### src/rtl/capture_pkg.sv
package capture_pkg;
  localparam int ADDR_W = 16;
  localparam int DATA_W = 8;
  localparam int SCR_AW = 6;
  localparam int SCR_DEPTH = 64;
  localparam int CTL_W = 4;
  // scratch window in the emulated address space
  localparam logic [ADDR_W-1:0] SCR_BASE = 16'hFF00;
  localparam logic [ADDR_W-1:0] SCR_MASK = 16'hFFC0;
  // location whose fetch signals end of a test program
  localparam logic [SCR_AW-1:0] DONE_LOC = 6'h3_E;
  localparam logic [SCR_AW-1:0] PARK_LOC = 6'h3_F;
  // opcodes: the jump placed in scratch memory by the host side, the forced one driven on a capture fetch
  localparam logic [DATA_W-1:0] OP_JR = 8'h1_8;
  localparam logic [DATA_W-1:0] OP_SELF = 8'hF_E;
  localparam logic [DATA_W-1:0] OP_FORCED = 8'hF_F;
  // capture must finish within this time
  localparam int CAPTURE_TIMEOUT_NS = 20000;
  localparam int CLK_PERIOD_NS = 10;
  localparam int CAPTURE_TIMEOUT_CYC = CAPTURE_TIMEOUT_NS / CLK_PERIOD_NS;
  localparam int TMO_W = 12;
  typedef enum logic [1:0] {
    CMD_NONE,
    CMD_WRITE,
    CMD_READ,
    CMD_ACK
  } cmd_e;
endpackage

### src/rtl/capture_if.sv
`timescale 1ns/1ps
interface capture_if;
  import capture_pkg::*;
  logic capture_req;
  logic single_step;
  logic use_nmi;
  logic [CTL_W-1:0] ctl_enable;
  cmd_e cmd;
  logic [SCR_AW-1:0] cmd_addr;
  logic [DATA_W-1:0] cmd_wdata;
  logic [DATA_W-1:0] cmd_rdata;
  logic cmd_rvalid;
  logic capture_done_interrupt;
  logic capture_fail;
  logic parked;
  modport dev (
    input capture_req, single_step, use_nmi, ctl_enable, cmd, cmd_addr, cmd_wdata,
    output cmd_rdata, cmd_rvalid, capture_done_interrupt, capture_fail, parked
  );
  modport host (
    output capture_req, single_step, use_nmi, ctl_enable, cmd, cmd_addr, cmd_wdata,
    input cmd_rdata, cmd_rvalid, capture_done_interrupt, capture_fail, parked
  );
endinterface

### src/rtl/personality_controller.sv
`timescale 1ns/1ps
// Overview of operation
// - host raises capture line to request capture
// - capture runs in hardware state machine
// - capture by nmi or forced instruction
// - scratch memory mapped when capture completes
// - done interrupt on fetch of done location
// - processor parks on jump-to-self in scratch
// - host loads programs while processor parked
// - jump to program start, run, signal, park
// - results stay in scratch for host reads
// - host patches park into relative jump
// - sequencer tracks exit toward jump target
// - first user fetch unmaps scratch memory
// - processor state latched during halt capture
// - target control inputs blocked during capture
// - done interrupt when capture completes
// - single step recaptures after first instruction
// - breakpoint captures like halt, then interrupts
// - each target control input individually gated
module personality_controller (
  input wire logic CLK_I,
  input wire logic RST_N_I,
  capture_if.dev HOST,
  input wire logic [capture_pkg::ADDR_W-1:0] CPU_ADDR_I,
  input wire logic CPU_FETCH_I,
  input wire logic CPU_RD_I,
  input wire logic CPU_WR_I,
  input wire logic [capture_pkg::DATA_W-1:0] CPU_WDATA_I,
  input wire logic CPU_NMI_ACK_I,
  input wire logic BREAK_I,
  input wire logic [capture_pkg::CTL_W-1:0] TGT_CTL_I,
  input wire logic [capture_pkg::ADDR_W-1:0] CPU_STATE_I,
  output logic [capture_pkg::DATA_W-1:0] CPU_RDATA_O,
  output logic CPU_RDATA_EN_O,
  output logic CPU_NMI_O,
  output logic SCR_MAPPED_O,
  output logic [capture_pkg::CTL_W-1:0] CPU_CTL_O,
  output logic [capture_pkg::ADDR_W-1:0] SAVED_STATE_O
);
  import capture_pkg::*;

  typedef enum logic [2:0] {
    S_USER,
    S_REQ,
    S_PARK,
    S_EXIT,
    S_STEP
  } seq_e;

  typedef struct packed {
    seq_e st;
    logic mapped;
    logic nmi;
    logic force_op;
    logic irq;
    logic fail;
    logic step;
    logic parked;
    logic [TMO_W-1:0] tmo;
    logic [DATA_W-1:0] rdata;
    logic rvalid;
    logic [DATA_W-1:0] cpu_rdata;
    logic cpu_rdata_en;
    logic [CTL_W-1:0] ctl;
    logic [CTL_W-1:0] tctl_m;
    logic [CTL_W-1:0] tctl_s;
    logic [ADDR_W-1:0] saved;
    logic [1:0] brk_s;
  } state_s;

  state_s q, d;
  logic [DATA_W-1:0] mem [SCR_DEPTH];

  function automatic logic in_scr(input logic [ADDR_W-1:0] a);
    in_scr = (a & SCR_MASK) == SCR_BASE;
  endfunction

  logic scr_hit;
  logic done_fetch;
  logic req_now;
  assign scr_hit = in_scr(CPU_ADDR_I);
  assign done_fetch = CPU_FETCH_I && scr_hit && CPU_ADDR_I[SCR_AW-1:0] == DONE_LOC;
  // host line runs on this clock, so of the two request lines only the breakpoint pin is synchronised
  assign req_now = HOST.capture_req || q.brk_s[1];

  // ---------------------------------------------------------------
  // sequencer
  // ---------------------------------------------------------------
  always_comb begin
    d = q;
    d.brk_s = {q.brk_s[0], BREAK_I};
    // target lines are pins from another domain: two flops before use
    d.tctl_m = TGT_CTL_I;
    d.tctl_s = q.tctl_m;
    d.rvalid = 1'b0;
    // scratch answers one cycle after the access
    d.cpu_rdata = mem[CPU_ADDR_I[SCR_AW-1:0]];
    d.cpu_rdata_en = q.mapped && scr_hit && (CPU_RD_I || CPU_FETCH_I);
    if (HOST.cmd == CMD_READ) begin
      d.rdata = mem[HOST.cmd_addr];
      d.rvalid = 1'b1;
    end
    // ack is applied first so that a set in the same cycle wins
    if (HOST.cmd == CMD_ACK) begin
      d.irq = 1'b0;
    end
    case (q.st)
      S_USER: begin
        d.mapped = 1'b0;
        if (req_now) begin
          d.st = S_REQ;
          d.tmo = '0;
          d.fail = 1'b0;
          d.nmi = HOST.use_nmi;
          d.force_op = ~HOST.use_nmi;
        end
      end
      S_REQ: begin
        d.tmo = q.tmo + 1'b1;
        if (q.force_op && CPU_FETCH_I) begin
          // forced instruction when the cpu type cannot take an nmi, and on every single-step recapture
          d.cpu_rdata = OP_FORCED;
          d.cpu_rdata_en = 1'b1;
        end
        if ((q.nmi && CPU_NMI_ACK_I) || (q.force_op && CPU_FETCH_I)) begin
          d.mapped = 1'b1;
          d.irq = 1'b1;
          d.saved = CPU_STATE_I;
          d.nmi = 1'b0;
          d.force_op = 1'b0;
          d.st = S_PARK;
        end else if (q.tmo == TMO_W'(CAPTURE_TIMEOUT_CYC)) begin
          d.fail = 1'b1;
          d.nmi = 1'b0;
          d.force_op = 1'b0;
          d.st = S_USER;
        end
      end
      S_PARK: begin
        // host patches the park opcode into a jump to start runs
        if (CPU_FETCH_I && scr_hit && CPU_ADDR_I[SCR_AW-1:0] == PARK_LOC
            && mem[PARK_LOC] == OP_JR) begin
          d.st = S_EXIT;
          d.step = HOST.single_step;
        end
      end
      S_EXIT: begin
        if (CPU_FETCH_I && !scr_hit) begin
          d.mapped = 1'b0;
          d.st = q.step ? S_STEP : S_USER;
        end
      end
      S_STEP: begin
        // next fetch ends the first user instruction
        if (CPU_FETCH_I) begin
          d.st = S_REQ;
          d.tmo = '0;
          d.force_op = 1'b1;
        end
      end
      default: d.st = S_USER;
    endcase
    if (done_fetch && q.mapped) begin
      d.irq = 1'b1;
    end
    // all target controls blocked while in scratch
    d.ctl = (q.st == S_USER && !req_now) ? (q.tctl_s & HOST.ctl_enable) : '0;
    d.parked = (d.st == S_PARK);
  end

  always_ff @(posedge CLK_I or negedge RST_N_I) begin
    if (!RST_N_I) begin
      q <= '{st: S_USER, default: '0};
    end else begin
      q <= d;
    end
  end

  // ---------------------------------------------------------------
  // scratch memory, written by host and by cpu test programs
  // ---------------------------------------------------------------
  // host load wins over a cpu store in the same cycle
  always_ff @(posedge CLK_I) begin
    if (HOST.cmd == CMD_WRITE) begin
      mem[HOST.cmd_addr] <= HOST.cmd_wdata;
    end else if (CPU_WR_I && q.mapped && scr_hit) begin
      mem[CPU_ADDR_I[SCR_AW-1:0]] <= CPU_WDATA_I;
    end
  end

  // ---------------------------------------------------------------
  // outputs, all straight from the state register
  // ---------------------------------------------------------------
  assign CPU_RDATA_O = q.cpu_rdata;
  assign CPU_RDATA_EN_O = q.cpu_rdata_en;
  assign CPU_NMI_O = q.nmi;
  assign SCR_MAPPED_O = q.mapped;
  assign CPU_CTL_O = q.ctl;
  assign SAVED_STATE_O = q.saved;
  assign HOST.cmd_rdata = q.rdata;
  assign HOST.cmd_rvalid = q.rvalid;
  assign HOST.capture_done_interrupt = q.irq;
  assign HOST.capture_fail = q.fail;
  assign HOST.parked = q.parked;
endmodule

### src/flat_wrapper.sv
// flat-port wrapper written by rule: the top's interface ports become plain ports
module personality_controller_flat import capture_pkg::*;
  (CLK_I, RST_N_I, CPU_ADDR_I, CPU_FETCH_I, CPU_RD_I, CPU_WR_I, CPU_WDATA_I, CPU_NMI_ACK_I, BREAK_I, TGT_CTL_I, CPU_STATE_I, CPU_RDATA_O, CPU_RDATA_EN_O, CPU_NMI_O, SCR_MAPPED_O, CPU_CTL_O, SAVED_STATE_O, HOST_capture_req, HOST_single_step, HOST_use_nmi, HOST_ctl_enable, HOST_cmd, HOST_cmd_addr, HOST_cmd_wdata, HOST_cmd_rdata, HOST_cmd_rvalid, HOST_capture_done_interrupt, HOST_capture_fail, HOST_parked);
  capture_if HOST_i ();
  input wire logic CLK_I;
  input wire logic RST_N_I;
  input wire logic [capture_pkg::ADDR_W-1:0] CPU_ADDR_I;
  input wire logic CPU_FETCH_I;
  input wire logic CPU_RD_I;
  input wire logic CPU_WR_I;
  input wire logic [capture_pkg::DATA_W-1:0] CPU_WDATA_I;
  input wire logic CPU_NMI_ACK_I;
  input wire logic BREAK_I;
  input wire logic [capture_pkg::CTL_W-1:0] TGT_CTL_I;
  input wire logic [capture_pkg::ADDR_W-1:0] CPU_STATE_I;
  output logic [capture_pkg::DATA_W-1:0] CPU_RDATA_O;
  output logic CPU_RDATA_EN_O;
  output logic CPU_NMI_O;
  output logic SCR_MAPPED_O;
  output logic [capture_pkg::CTL_W-1:0] CPU_CTL_O;
  output logic [capture_pkg::ADDR_W-1:0] SAVED_STATE_O;
  input wire logic [$bits(HOST_i.capture_req)-1:0] HOST_capture_req;
  input wire logic [$bits(HOST_i.single_step)-1:0] HOST_single_step;
  input wire logic [$bits(HOST_i.use_nmi)-1:0] HOST_use_nmi;
  input wire logic [$bits(HOST_i.ctl_enable)-1:0] HOST_ctl_enable;
  input wire logic [$bits(HOST_i.cmd)-1:0] HOST_cmd;
  input wire logic [$bits(HOST_i.cmd_addr)-1:0] HOST_cmd_addr;
  input wire logic [$bits(HOST_i.cmd_wdata)-1:0] HOST_cmd_wdata;
  output wire logic [$bits(HOST_i.cmd_rdata)-1:0] HOST_cmd_rdata;
  output wire logic [$bits(HOST_i.cmd_rvalid)-1:0] HOST_cmd_rvalid;
  output wire logic [$bits(HOST_i.capture_done_interrupt)-1:0] HOST_capture_done_interrupt;
  output wire logic [$bits(HOST_i.capture_fail)-1:0] HOST_capture_fail;
  output wire logic [$bits(HOST_i.parked)-1:0] HOST_parked;
  assign HOST_i.capture_req = HOST_capture_req;
  assign HOST_i.single_step = HOST_single_step;
  assign HOST_i.use_nmi = HOST_use_nmi;
  assign HOST_i.ctl_enable = HOST_ctl_enable;
  assign HOST_i.cmd = HOST_cmd;
  assign HOST_i.cmd_addr = HOST_cmd_addr;
  assign HOST_i.cmd_wdata = HOST_cmd_wdata;
  assign HOST_cmd_rdata = HOST_i.cmd_rdata;
  assign HOST_cmd_rvalid = HOST_i.cmd_rvalid;
  assign HOST_capture_done_interrupt = HOST_i.capture_done_interrupt;
  assign HOST_capture_fail = HOST_i.capture_fail;
  assign HOST_parked = HOST_i.parked;
  personality_controller u_core (.CLK_I(CLK_I), .RST_N_I(RST_N_I), .HOST(HOST_i), .CPU_ADDR_I(CPU_ADDR_I), .CPU_FETCH_I(CPU_FETCH_I), .CPU_RD_I(CPU_RD_I), .CPU_WR_I(CPU_WR_I), .CPU_WDATA_I(CPU_WDATA_I), .CPU_NMI_ACK_I(CPU_NMI_ACK_I), .BREAK_I(BREAK_I), .TGT_CTL_I(TGT_CTL_I), .CPU_STATE_I(CPU_STATE_I), .CPU_RDATA_O(CPU_RDATA_O), .CPU_RDATA_EN_O(CPU_RDATA_EN_O), .CPU_NMI_O(CPU_NMI_O), .SCR_MAPPED_O(SCR_MAPPED_O), .CPU_CTL_O(CPU_CTL_O), .SAVED_STATE_O(SAVED_STATE_O));
endmodule
### config.mk
export PLATFORM = sky130hd
export DESIGN_NAME = personality_controller_flat
export DESIGN_NICKNAME = d
export VERILOG_FILES = /design/src/rtl/capture_pkg.sv /design/src/rtl/capture_if.sv /design/src/rtl/personality_controller.sv /design/src/flat_wrapper.sv
export SDC_FILE = /design/constraint.sdc
export NUM_CORES = 1
export LEC_CHECK = 0
export BUFFER_PORTS_ARGS = -buffer_cell sky130_fd_sc_hd__buf_4
export CAP_MARGIN = 40
export CORE_ASPECT_RATIO = 0.75
export CORE_UTILIZATION = 55
export DETAILED_ROUTE_END_ITERATION = 16
export GPL_TIMING_DRIVEN = 0
export PLACE_DENSITY = 0.72
export SETUP_SLACK_MARGIN = 0.1
export SYNTH_ARGS = -nofsm -noshare
export SYNTH_HDL_FRONTEND = slang
export SYNTH_SLANG_ARGS = --single-unit
### constraint.sdc
create_clock -name CLK_I -period 4.7 [get_ports CLK_I]
set_input_delay 0 -clock CLK_I [delete_from_list [all_inputs] [get_ports CLK_I]]
set_output_delay 0 -clock CLK_I [all_outputs]
set_load 0.01 [all_outputs]
==> impl_metrics.toml <==
[setup_path]
r2r-end = "u_core.mem[12][5]"
cp_max_fo = 10
cp.required_ns = 5.07
endpoint = "u_core.mem[12][5]"
start_kind = "flip-flop"
cp-end-kind = "flip-flop"
cp_data_arrival_time_ns = 4.03
r2r_slack_ns = 1.04
reg2regPathDepth = 8
crit_type = "reg -> reg"
r2r-start = "u_core.SCR_MAPPED_O"
critical_path.startpoint = "u_core.SCR_MAPPED_O"

[global_route]
grt_antenna_before_repair = 1
grt_overflow = 0
grt_pass1_wl_microns = 128000
grtUsageTotal_pct = 36.0
grt_max_degree = 51
grt_pass1_vias = 17900

[logic_synthesis]
ys_ff_latch = 582
synth_cell_type_count = 59
yosysSeqAreaShare_pct = 61.9
synthFlopType = "edfxtp_1"
post-synth-top-count-cell = "edfxtp_1"
syn_area_sq_um = 27700
synth_edf_count = 512
yosysTopAreaCellShare_pct = 55.6
ys_async_sr_fraction_pct = 12.0
post_synth.cell_area_avg_sq_um = 17.3
yosysTopAreaCell = "edfxtp_1"
syn_nets = 1680
netlist_instances = 1604
ys_top_cells_by_count = "edfxtp_1 (512), mux4_2 (238), nor2_1 (76)"
yosys_warnings = 0
synth_area_leaders = "edfxtp_1 (56%), mux4_2 (19%), dfrtp_1 (6.3%)"

[cells_and_area]
final_util_pct = 66.1
nNetsFinal = 1991
fill_cells = 3368
area_growth_syn_to_layout_pct = 17.5
drive_gt1_share_pct = 34.8
antenna_cells = 0

[clocking]
cts-buffers-inserted = 54
clk_path_buf_depth = 3
cts-resized-gates = 0
clock_latency_ns = 0.63
clk_pin_slew_ns = 0.07
cts_num_sinks = 582
htreeDepth = 2
cts_tree = "done"
root_buffer = "clkbuf_16"

[power_and_ir_drop]
p_leak_uw = 0.0111
powerDensity_nw_per_um2 = 374
peakVddDrop_uv = 301

[status]
violations = "design-rule violations"
outcome = "finished, violations left"

[drt]
finalWirelength_microns = 89700
drtPass1Iterations = 12
drc = 2
antenna_left = 0
wire_per_inst_microns = 34.4
vias_per_cell = 7.00
vias = 18300
drtIter0Drc = 3066

[timing]
finalCritPeriodShare_pct = 77.9
timing.fmax_ghz = 0.273
slew_violations = 0
rsz0062_at_grt = "no"
relSlewSlack_pct = 33.5
setup_viol = 0
hold_viol_final = 0
fin_skew_ns = 0.0316
period_minus_slack_ns = 3.66
worstMarginPinSlew_ns = 0.991
tns_ns = 0

[floorplan]
initial_core_util_pct = 56.2
die_area_sq_um = 51200
die_h_microns = 196
fp.coreArea_sq_um = 49200
io_pins = 117
rows = 70
die_width_microns = 261

[flow_run]
drv_cap = 0

[place]
place.gp.congestion = 0.999
hpwl_microns = 65500
io_buffers = 110

[hold_path]
holdCritPathClass = "in -> reg"
## kinds of logic after synthesis
logic type | count (synthesis) | share of synthesized area [%]
flip-flops | 582 | 61.9
AND/OR/NAND/NOR | 293 | 5.43
AO/OA/AOI/OAI | 198 | 5.06
adder cells (fa/ha/maj) | 2 | 0.0904
multiplexers | 367 | 24.3
buffers and inverters | 159 | 3.11
XOR/XNOR | 3 | 0.0950
## cells in the final DEF (no fill, tap or decap), types with 9 or more instances in the layout
master,n
a32oi_1,9
mux4_2,238
o21ai_0,16
clkinv_2,11
nand3_1,20
clkbuf_16,55
o22ai_1,22
buf_2,41
and3_1,10
a211oi_1,22
a21oi_1,21
inv_1,11
nor2b_1,32
buf_4,208
mux2i_1,63
clkinv_1,12
dlygate4sd3_1,49
edfxtp_1,512
buf_8,10
nor3_1,35
buf_6,13
nand2_1,56
nor2_1,76
a2111oi_0,15
a22oi_1,35
clkbuf_1,53
o21ai_1,10
buf_1,26
mux2_2,65
dfrtp_1,70
## where the power goes
part,internal (uW),switching (uW)
combinational,864,971
clock,2480,1950
sequential,5790,114
total,9130,3040
## stage by stage
stage / cell area, sq um / hold slack, ns / cells / setup slack, ns / power, uW
floorplan: 27700 / -0.296 / 1604 / 1.92 / 6990
CTS: 32500 / 0.00363 / 2603 / 1.16 / 12100
global placement: 29300 / 0.110 / 2362 / 0.245 / 7680
global route: 32500 / 0.0470 / 2608 / 1.04 / 12500
finish: 32500 / 0.0358 / 2608 / 1.04 / 12200
detailed placement: 30200 / -0.0820 / 2453 / 1.13 / 7750
## flip-flops by register name (all words and copies together), names as in the netlist
register / cells
u_core.mem: 512
u_core.q: 22
u_core.SAVED_STATE_O: 16
u_core.CPU_RDATA_O: 8
u_core.HOST.cmd_rdata: 8
u_core.d: 5
u_core.CPU_CTL_O: 4
u_core.CPU_NMI_O: 1
u_core.CPU_RDATA_EN_O: 1
u_core.HOST.capture_done_interrupt: 1
u_core.HOST.capture_fail: 1
u_core.HOST.cmd_rvalid: 1
u_core.HOST.parked: 1
u_core.SCR_MAPPED_O: 1
## per-layer routing
layer / up-vias / wire length [microns] / track usage (%) / share of wire (%)
met5: - / 13 / 0 / 0.014
met4: 2 / 3450 / 12.4 / 3.8
met3: 237 / 11900 / 10.4 / 13
met2: 1378 / 39900 / 52.5 / 44
met1: 9389 / 34400 / 52.1 / 38
li1: 7256 / - / - / -
## area by class of cell
cell class	instances	area [sq um]	share of cell area, %
Buffer	148	818	2.52
Clock buffer	67	1460	4.49
Clock inverter	34	295	0.908
Inverter	11	41.3	0.127
Multi-Input combinational cell	863	9740	29.9
Sequential cell	582	17100	52.7
Tap cell	648	811	2.49
Timing Repair Buffer	255	2230	6.85
## critical path, cell delays in order, from the launching register on
cell     delay (ns)
dfrtp_1        0.46
nand2_1        0.14
nor4_4         0.60
nand2_1        0.26
buf_2          0.30
buf_1          0.37
a31oi_1        0.70
nor2_1         0.34
buf_4          0.26
## worst min path at each step
| stage | slack, ns | cells past startpoint | from | endpoint |
|---|---|---|---|---|
| 6_report | 0.04 | 5 | CPU_ADDR_I[12] | u_core.CPU_RDATA_EN_O |
| 3_5_place_dp | -0.08 | 1 | RST_N_I | u_core.q[64] |
| 2_1_floorplan | -0.30 | 0 | RST_N_I | u_core.CPU_CTL_O[0] |
| 3_3_place_gp | 0.11 | 1 | TGT_CTL_I[1] | u_core.d[19] |
| 5_1_grt | 0.05 | 2 | TGT_CTL_I[3] | u_core.d[21] |
| 4_1_cts | 0.004 | 4 | HOST_cmd[1] | u_core.HOST.cmd_rvalid |
## what timing repair did
item,CTS,global route
hold endpoints to repair,111,0
hold buffers,49,0
setup buffers,0,0
No activity file was read; power rests on OpenSTA's default activity.
